[src/mub_pkg.sv]
// package for the muxed utility bus port: widths and sync depth
package mub_pkg;
    localparam int MUB_AW = 8;
    localparam int MUB_DW = 8;
    localparam int MUB_SYNC_STAGES = 2;
    localparam logic [7:0] MUB_ADDR_RST = 8'h00;
    localparam logic [7:0] MUB_DATA_RST = 8'h00;
endpackage

[src/mub_port.sv]
// muxed address/data utility bus slave port, device side
`timescale 1ns/1ps
// =====================================================================
// Summary of operation
// RQ1: address captured on falling latch strobe
// RQ2: drive bus only during read access
// RQ3: write data taken at write completion
// RQ4: host keeps latch low during data
// RQ5: no access without chip select
// RQ6: chip select may stay asserted always
// RQ7: strobes synchronised into clock domain
// RQ8: host reads with read strobe and select
// RQ9: write sampled when strobe or select ends
// RQ10: address held until next latch fall
//
// pins reach the logic two edges late through the synchronisers
// bus value is taken one edge before a strobe change is seen,
// so a strobe that arrives late never grabs lines already moving
// one register fetch per read; data holds until the next read
// lines are driven only while a selected read stands
// select tied low works: the strobes alone frame each access
module mub_port
    import mub_pkg::*;
#(
    parameter int AW = MUB_AW,
    parameter int DW = MUB_DW
) (
    input wire logic clk,
    input wire logic sys_rst,
    input wire logic [DW-1:0] ad_in,
    output logic [DW-1:0] ad_out,
    output logic ad_oe,
    input wire logic ale,
    input wire logic cs_n,
    input wire logic rd_n,
    input wire logic wr_n,
    output logic [AW-1:0] reg_addr,
    output logic reg_rd,
    output logic reg_wr,
    output logic [DW-1:0] reg_wdata,
    input wire logic [DW-1:0] reg_rdata
);
    // =================================================================
    // synchronisers
    // every pin crosses in two flops; nothing reads the first stage
    // the data bits settle one by one, so they are taken a cycle late
    logic ale_s, cs_n_s, rd_n_s, wr_n_s;
    logic [DW-1:0] ad_s;

    mub_sync #(.RST_VAL(1'b0)) u_ale (.clk(clk), .sys_rst(sys_rst), .d_async(ale),
        .q_sync(ale_s)); // RQ7
    mub_sync #(.RST_VAL(1'b1)) u_cs (.clk(clk), .sys_rst(sys_rst), .d_async(cs_n),
        .q_sync(cs_n_s)); // RQ7
    mub_sync #(.RST_VAL(1'b1)) u_rd (.clk(clk), .sys_rst(sys_rst), .d_async(rd_n),
        .q_sync(rd_n_s));
    mub_sync #(.RST_VAL(1'b1)) u_wr (.clk(clk), .sys_rst(sys_rst), .d_async(wr_n),
        .q_sync(wr_n_s));

    // address/data lines, one synchroniser per bit
    genvar gi;
    generate
        for (gi = 0; gi < DW; gi++) begin : g_ad
            mub_sync #(.RST_VAL(1'b0)) u_ad (.clk(clk), .sys_rst(sys_rst),
                .d_async(ad_in[gi]), .q_sync(ad_s[gi]));
        end
    endgenerate

    // =================================================================
    // state
    // edge detectors reset to the idle level of their pins: no false edge
    typedef struct packed {
        logic ale_d;
        logic rd_act_d;
        logic wr_act_d;
        logic [DW-1:0] ad_d;
        logic [AW-1:0] addr;
        logic [DW-1:0] wdata;
        logic [DW-1:0] rdata;
        logic oe;
        logic rd_p;
        logic wr_p;
    } mub_port_s;
    mub_port_s st_reg;
    mub_port_s st_next;

    logic rd_act, wr_act;
    // select qualifies both strobes; a tied-low select leaves strobes alone
    assign rd_act = ~cs_n_s & ~rd_n_s & wr_n_s & ~ale_s; // RQ5 RQ6 RQ8
    assign wr_act = ~cs_n_s & ~wr_n_s & rd_n_s & ~ale_s; // RQ5 RQ6 RQ9

    // =================================================================
    // next state
    // read and write strobes low together is neither access
    always_comb begin
        st_next = st_reg;
        st_next.ale_d = ale_s;
        st_next.rd_act_d = rd_act;
        st_next.wr_act_d = wr_act;
        st_next.ad_d = ad_s;
        st_next.rd_p = 1'b0;
        st_next.wr_p = 1'b0;
        // falling latch strobe: take bus value seen one cycle earlier
        if (st_reg.ale_d && !ale_s) begin
            st_next.addr = AW'(st_reg.ad_d); // RQ1 RQ10
        end
        // read start: fetch register once, then drive it
        if (rd_act && !st_reg.rd_act_d) begin
            st_next.rd_p = 1'b1;
        end
        if (st_reg.rd_p) begin
            st_next.rdata = reg_rdata;
        end
        st_next.oe = st_reg.rd_act_d & rd_act; // RQ2
        // write end: strobe or select released
        if (st_reg.wr_act_d && !wr_act) begin
            st_next.wdata = st_reg.ad_d; // RQ3 RQ9
            st_next.wr_p = 1'b1;
        end
    end

    // synchronous reset; the whole state struct in one register
    always_ff @(posedge clk) begin
        if (sys_rst) begin
            st_reg <= '{ale_d: 1'b0, rd_act_d: 1'b0, wr_act_d: 1'b0,
                ad_d: DW'(MUB_DATA_RST), addr: AW'(MUB_ADDR_RST), wdata: DW'(MUB_DATA_RST),
                rdata: DW'(MUB_DATA_RST), oe: 1'b0, rd_p: 1'b0, wr_p: 1'b0};
        end else begin
            st_reg <= st_next;
        end
    end

    // =================================================================
    // outputs
    // write data holds after the pulse, so slow register logic may take it late
    assign ad_out = st_reg.rdata;
    assign ad_oe = st_reg.oe; // RQ2
    assign reg_addr = st_reg.addr;
    assign reg_rd = st_reg.rd_p;
    assign reg_wr = st_reg.wr_p;
    assign reg_wdata = st_reg.wdata;
endmodule

[src/mub_sync.sv]
// two flip-flop synchroniser for one asynchronous level
`timescale 1ns/1ps
module mub_sync
    import mub_pkg::*;
#(
    parameter logic RST_VAL = 1'b1
) (
    input wire logic clk,
    input wire logic sys_rst,
    input wire logic d_async,
    output logic q_sync
);
    typedef struct packed {
        logic meta;
        logic stab;
    } mub_sync_s;
    mub_sync_s st_reg;
    mub_sync_s st_next;

    // first stage only feeds the second
    always_comb begin
        st_next.meta = d_async;
        st_next.stab = st_reg.meta;
    end

    always_ff @(posedge clk) begin
        if (sys_rst) begin
            st_reg <= '{meta: RST_VAL, stab: RST_VAL};
        end else begin
            st_reg <= st_next;
        end
    end

    assign q_sync = st_reg.stab;
endmodule

[config.mk]
export PLATFORM = sky130hd
export DESIGN_NAME = mub_port
export DESIGN_NICKNAME = d
export VERILOG_FILES = /design/src/mub_pkg.sv /design/src/mub_port.sv /design/src/mub_sync.sv
export SDC_FILE = /design/constraint.sdc
export NUM_CORES = 1
export LEC_CHECK = 0
export BUFFER_PORTS_ARGS = -buffer_cell sky130_fd_sc_hd__buf_2
export CAP_MARGIN = 10
export CORE_MARGIN = 1
export CORE_UTILIZATION = 50
export DETAILED_ROUTE_END_ITERATION = 7
export PLACE_DENSITY = 0.77
export SETUP_SLACK_MARGIN = 0.05
export SYNTH_ARGS = -nofsm -noshare
export SYNTH_HDL_FRONTEND = slang
export SYNTH_SLANG_ARGS = --single-unit
[constraint.sdc]
create_clock -name clk -period 1.1 [get_ports clk]
set_input_delay 0 -clock clk [delete_from_list [all_inputs] [get_ports clk]]
set_output_delay 0 -clock clk [all_outputs]
set_load 0.1 [all_outputs]
* After elaboration in Yosys (flattened, before gate mapping)
Index checks and enable logic that the tools add are counted.
** Storage, ports and cells
- Logic and storage cells :: 53
- Bits in registers :: 62
- Output and inout bits :: 27
** Cells by class
- Reduce and logical (&&, ||, !) cells :: 6
- Multiplexer cells :: 2
- Bitwise logic cells :: 11
** Operators with widths (number)
- $and A1 B1 Y1 :: 7
- $not A1 Y1 :: 4
- $logic_and A1 B1 Y1 :: 3
- $logic_not A1 Y1 :: 3
- $mux W1 :: 2

* Longest topological paths before layout
Gate-level depths: netlist of run 1.
- Depth after elaboration :: 7
- Depth in mapped cells :: 4
- Depth with buffers taken out :: 3

* Cells and area by module
From an unflattened synthesis of run 1, not the netlist that was laid out.
** Second synthesis, totals
- Cell total of the unflattened synthesis :: 201
- Area total of the unflattened synthesis :: 2139.6 sq um
** Modules (own cells, without submodules)
- mub_port :: area each 1508.9 sq um, cells an instance 153, instances 1
- mub_sync :: area each 52.6 sq um, cells an instance 4, instances 12

* Least setup slack after synthesis of run 1
No wires, ideal clock.
- Path type :: reg2reg
- Start point :: reg st_reg, in the netlist reg_rd
- End point :: reg st_reg, in the netlist ad_out[0]
- Path buffers :: 1
- Setup slack :: -0.546 ns
- Data arrival time :: 1.529 ns
- Period minus slack after synthesis :: 1.646 ns
- Required time :: 0.983 ns
- Stages on the path, launching flop included :: 4
- Cell sequence :: dfxtp_1 -> buf_2 -> mux2i_1 -> nor2_1
** RTL lines
- start, declared :: line mub_port.sv:83 : mub_port_s st_reg;
- start signal, assigned :: line mub_port.sv:124 : st_reg <= '{ale_d: 1'b0, rd_act_d: 1'b0, wr_act_d: 1'b0,
- start signal, assigned :: line mub_port.sv:128 : st_reg <= st_next;

* Worst setup path after layout of run 1
- Start point :: reg u_wr.st_reg, in the netlist u_wr.q_sync
- End point :: reg st_reg, in the netlist reg_wdata[0]
** On the way
- Word-level cells in the longest chain between the ends :: 6
** RTL lines
- start, declared :: line mub_sync.sv:17 : mub_sync_s st_reg;
- start signal, assigned :: line mub_sync.sv:28 : st_reg <= '{meta: RST_VAL, stab: RST_VAL};
- start signal, assigned :: line mub_sync.sv:30 : st_reg <= st_next;
- $not A1 Y1 :: line mub_port.sv:89 : assign wr_act = ~cs_n_s & ~wr_n_s & rd_n_s & ~ale_s;
- $and A1 B1 Y1 (3 in a row) :: line mub_port.sv:89
- $logic_not A1 Y1 :: line mub_port.sv:115 : if (st_reg.wr_act_d && !wr_act) begin
- $logic_and A1 B1 Y1 :: line mub_port.sv:115
No other way between the ends.
A chain may end at the register's enable or synchronous reset.

==> qor.csv, run 1 <==
metric;value;unit
status;completed;
die_w;67.6;µm
cts.clk_slew.worst_paths;0.06;ns
ys_seq_area_share;57.6;%
slowest_delay;0.33;ns
r2r-start;u_wr.q_sync$_SDFF_PP1_;
synth.net_count;226;
drt_pass1_iterations;4;
clockBufferDepth;2;
synth_seq_cells;62;
synthesis.area;2150;µm²
syn_area_per_cell;10.6;µm²
die_height;67.6;µm
worstPathCellList;nand2b_4, o31a_4, mux2i_1;
worstHoldPathCells;2;
crit_type;register to register;
period_share;94.5;%
synth_top_area_cell;dfxtp_1;
grt-ovfl-total;0;
drtIter0Drc;70;
design.core.area;4060;µm²
syn_inst;204;
worstPathRequired;1.32;ns
layout_commonest_cell;dfxtp_1;
antenna_cells;0;
start_util;53.1;%
r2r_end;reg_wdata[0]$_SDFFE_PP0P_;
post-route-drc-count;0;
row_count;23;
fmax;962;MHz
track_usage;17.1;%
pin_count;49;
die-area;4570;µm²
port_buffers;48;
avgRoutedWirePerCell;11.3;µm
cp-start-kind;register;
crit_buf_inv;0;
rsz0062_at_grt;true;
hold_ws;0.00295;ns
highest_layer;met4;
wl_met1;1590;µm
dr_total_vias;1348;
final_cell_mix;59 x dfxtp_1, 32 x buf_4, 29 x nor2b_1;
holdPathEnd;ad_out[3]$_SDFFE_PP0P_;
grt_max_degree;54;
cts_tree;built;
hpwl;1840;µm
period_minus_slack;1.04;ns
hold_path.startpoint;sys_rst;
critPathSlowestCell;o31a_4;
skew;0.0106;ns
slew_headroom;81.2;%
wl;3540;µm
met2RoutedLength;1630;µm
largest_reg_flops;11;
area_growth;30.9;%
cap_violations;0;
yosysUniqueCellTypes;17;
yosysTopAreaCellShare;57.6;%
fin_util;69.4;%
clock_sinks;62;
final_hold_viol_count;0;
hold_class;input pin to register;
vias_per_cell;4.31;
yosys_warnings;0;
setup_viol;0;
drive_above_1_share;29.7;%
grt_pass1_wl;5250;µm
synth_area_leaders;dfxtp_1 58%, nor2b_1 8.7%, buf_4 8.4%;
ant_nets;0;
critPathMaxFanout;5;
cts-root-buf;clkbuf_8;
rr_worst_depth;3;
crit_path_end_kind;register;
clock_insertion_delay_worst_skew;0.33;ns
wl_met3;234;µm
p_leak;1.15;nW
slew_viol_final;0;
htreeDepth;3;
p_per_area;1520;nW/µm²
cts_buffers;9;
layout.nets;280;
gp_congestion;0.685;
grt_pass1_vias;1152;
tightest_slew;0.285;ns
regToRegSetupSlack;0.06;ns
arrival;1.26;ns
critPathTopFamily;compound AO/OA/AOI/OAI gates;
antenna_found_initial;0;
worst_ir_drop_vdd;1010;µV
worst max-delay path by stage:
stage | startpoint | to | slack, ns | depth (start not counted)
2_1_floorplan | reg_rd$_SDFF_PP0_ | ad_out[0]$_SDFFE_PP0P_ | 0.06 | 3
3_3_place_gp | u_wr.q_sync$_SDFF_PP1_ | reg_wdata[4]$_SDFFE_PP0P_ | -0.1 | 3
3_5_place_dp | u_wr.q_sync$_SDFF_PP1_ | reg_wdata[0]$_SDFFE_PP0P_ | -0.13 | 3
4_1_cts | u_ale.q_sync$_SDFF_PP0_ | reg_rd$_SDFF_PP0_ | 0.02 | 3
5_1_grt | u_wr.q_sync$_SDFF_PP1_ | reg_wdata[0]$_SDFFE_PP0P_ | 0.03 | 3
6_report | u_wr.q_sync$_SDFF_PP1_ | reg_wdata[0]$_SDFFE_PP0P_ | 0.06 | 3
per-stage QoR:
| stage | setup slack, ns | TNS, ns | cell area, µm² | power [mW] | cells |
|---|---|---|---|---|---|
| 3_3_place_gp | -0.0969 | -0.839 | 2300 | 2.53 | 274 |
| 5_1_grt | 0.0278 | 0 | 2820 | 4.50 | 313 |
| 6_report | 0.0606 | 0 | 2820 | 4.28 | 313 |
| 3_5_place_dp | -0.130 | -1.04 | 2300 | 2.53 | 274 |
| 2_1_floorplan | 0.0565 | 0 | 2160 | 2.47 | 204 |
| 4_1_cts | 0.0228 | 0 | 2770 | 4.33 | 311 |
logic make-up (layout without fill, tap and decap cells):
family	count (synthesis)	after routing	share of synthesized area (%)
mux	16	16	7.44
compound gates	9	10	2.27
simple gates	82	82	21.7
buf+inv	35	93	11.0
flops	62	62	57.6
area by class of cell:
type / count / area, µm²
clock buffers: 13 / 159
clock inverters: 3 / 18.8
fillers: 295 / 1240
multi-input cells: 108 / 718
flip-flops and latches: 62 / 1250
well taps: 50 / 62.6
repair buffers: 77 / 607
where the power goes:
group | switching [mW] | leakage, nW | internal (mW)
Sequential | 0.0196 | 0.507 | 2.29
Clock | 0.798 | 0.0934 | 0.937
Combinational | 0.0978 | 0.546 | 0.138
Total | 0.915 | 1.15 | 3.37
repair_timing:
action | CTS | global route
buffers inserted | 0 | 1
pin swaps | 0 | 1
cloned | 1 | 0
hold buffers | 20 | 1
endpoints found under the setup margin | 35 | 16
endpoints found under the hold margin | 20 | 1
gates resized for setup | 29 | 8
cell usage after synthesis:
cell	n
a21oi_1	8
and2_1	1
buf_2	6
buf_4	24
buf_6	1
clkbuf_1	4
dfxtp_1	62
mux2i_1	16
nand2_1	16
nand2b_1	18
nand2b_4	1
nor2_1	8
nor2b_1	30
nor4_1	1
nor4_2	1
o31a_1	1
or2_1	6
layer usage:
metal	GRT usage, %	vias up
li1	-	723
met1	18.6	574
met2	26.0	43
met3	8.45	8
met4	11.2	0
met5	0	-
(Power assumes the default switching activity.)
==> inputs of run 2 (changes only) <==
--- a/config.mk
+++ b/config.mk
@@ -10,7 +10,7 @@
 export CORE_MARGIN = 1
 export CORE_UTILIZATION = 50
 export DETAILED_ROUTE_END_ITERATION = 7
-export PLACE_DENSITY = 0.77
+export PLACE_DENSITY = 0.8
 export SETUP_SLACK_MARGIN = 0.05
 export SYNTH_ARGS = -nofsm -noshare
 export SYNTH_HDL_FRONTEND = slang
==> run 2 against run 1 <==
  * Cell area fell by 1.3%
  * Highest routed layer unchanged
  * Hold slack better by 0.022 ns
  * Critical endpoint is now reg_wdata[4]$_SDFFE_PP0P_
  * Flip-flop and latch count did not move
==> qor.csv, run 2 (same netlist as run 1, synthesis figures left out) <==
metric;value;unit
dp_worst_setup_slack;-0.171;ns
postCtsSetupRepairBufs;0;
clock_insertion_delay_worst_skew;0.32;ns
largest_reg_flops;11;
vias_per_cell;4.43;
hold_class;input pin to register;
avgRoutedWirePerCell;11.6;µm
combinationalPowerShare;5.3;%
fmax;933;MHz
cts-root-buf;clkbuf_8;
design.core.area;4060;µm²
pwr-share-clk;41.0;%
ant_nets;0;
die_height;67.6;µm
cts.clk_slew.worst_paths;0.06;ns
grt_pass1_wl;5440;µm
grtUsageMet1;17.6;%
worst_ir_drop_vdd;838;µV
slew_viol_final;0;
cap_violations;0;
grt_use_met2;29.7;%
setup_viol;0;
track_usage;17.3;%
port_buffers;48;
die-area;4570;µm²
pin_count;49;
intPower;3.46;mW
cp-start-kind;register;
post-route-drc-count;0;
worstPathRequired;1.29;ns
slew_headroom;81.3;%
row_count;23;
hpwl;2010;µm
drt_pass1_iterations;4;
place_inst;274;
area_growth;29.1;%
layout.nets;278;
die_w;67.6;µm
hold_path.startpoint;sys_rst;
final_cell_mix;59 x dfxtp_1, 32 x buf_4, 30 x nor2b_1;
sw_frac_of_total;19.7;%
rr_worst_depth;3;
wl;3590;µm
clock_sinks;62;
p_per_area;1550;nW/µm²
critPathSlowestCell;o31a_4;
antenna_cells;0;
stdcell_count;310;
arrival;1.27;ns
skew;0.0108;ns
period_share;97.4;%
r2r-start;u_wr.q_sync$_SDFF_PP1_;
fin_ws;0.0283;ns
gr-usage-met3;6.76;%
grt-ovfl-total;0;
start_util;53.1;%
worstPathCellList;nand2b_4, o31a_4, mux2i_1;
crit_type;register to register;
cts_buffers;9;
htreeDepth;3;
p_seq_share;53.7;%
gp_congestion;0.741;
clockBufferDepth;2;
p_switching;0.851;mW
status;completed;
cts_tree;built;
drtIter0Drc;68;
grt_pass1_vias;1276;
critPathMaxFanout;5;
grt_max_degree;43;
gr-max-usage-layer;met2;
final_hold_viol_count;0;
layout_commonest_cell;dfxtp_1;
hold_ws;0.0248;ns
crit_start;u_wr.q_sync$_SDFF_PP1_;
antenna_found_initial;0;
rsz0062_at_grt;true;
period_minus_slack;1.07;ns
tightest_slew;0.283;ns
slowest_delay;0.34;ns
drive_above_1_share;28.1;%
crit_path_end_kind;register;
dr_total_vias;1374;
p_leak;1.13;nW
worstHoldPathCells;2;
-- run 2: cell count changes in the layout (fill, tap and decap cells not counted), moves of 2 or more --
cell	delta
dfxtp_2	+2
clkbuf_1	+2
clkbuf_8	-2
dfxtp_4	-2
-- run 2: metrics by stage --
stage / setup TNS (ns) / utilization, % / total power [mW] / cell area (µm²)
after floorplan: 0 / - / 2.47 / 2160
after global placement: -0.852 / 56.8 / 2.53 / 2300
after detailed placement: -1.17 / 56.8 / 2.53 / 2300
after CTS: 0 / 68.2 / 4.36 / 2770
after global routing: -0.0281 / 68.5 / 4.52 / 2780
final: 0 / 68.5 / 4.32 / 2780
-- run 2: per-layer routing --
metal | wire length, µm | share of wire, %
met5 | 0 | 0
met4 | 27 | 0.75
met3 | 138 | 3.8
met2 | 1860 | 52
met1 | 1560 | 44
-- run 2: area by class of cell --
class / instances / area, µm²
Sequential cell: 62 / 1250
Multi-Input combinational cell: 108 / 711
Timing Repair Buffer: 75 / 586
Clock buffer: 13 / 139
Fill cell: 294 / 1280
Clock inverter: 2 / 35.0
Tap cell: 50 / 62.6
-- run 2: path summary, 6_finish.rpt --
| path | to | slack (ns) |
|---|---|---|
| worst max-delay path | reg_wdata[4]$_SDFFE_PP0P_ | 0.03 |
| worst min-delay path | ad_out[1]$_SDFFE_PP0P_ | 0.02 |
| worst max register to register | reg_wdata[4]$_SDFFE_PP0P_ | 0.03 |
| worst min register to register | reg_rd$_SDFF_PP0_ | 0.40 |
-- run 2: worst max-delay path: cells and delay by family (launching register included) --
family / cells / cell delay, ns
AND/OR/NAND/NOR: 1 / 0.16
AO/OA/AOI/OAI: 1 / 0.34
multiplexers: 1 / 0.14
flip-flops: 1 / 0.31
-- run 2: power by group through the flow --
stage | registers, mW | clock network [mW] | logic [mW]
after floorplan | 2.36 | 0 | 0.106
after global placement | 2.36 | 0 | 0.166
after detailed placement | 2.36 | 0 | 0.168
after CTS | 2.32 | 1.82 | 0.225
after global routing | 2.32 | 1.95 | 0.248
final | 2.32 | 1.77 | 0.229
-- run 2: what timing repair did --
action / in CTS / in global routing
endpoints found under the setup margin: 35 / 18
hold buffers: 20 / 0
pin swaps: 0 / 0
hold endpoints to repair: 20 / 0
cloned: 1 / 0
resized for setup: 29 / 3
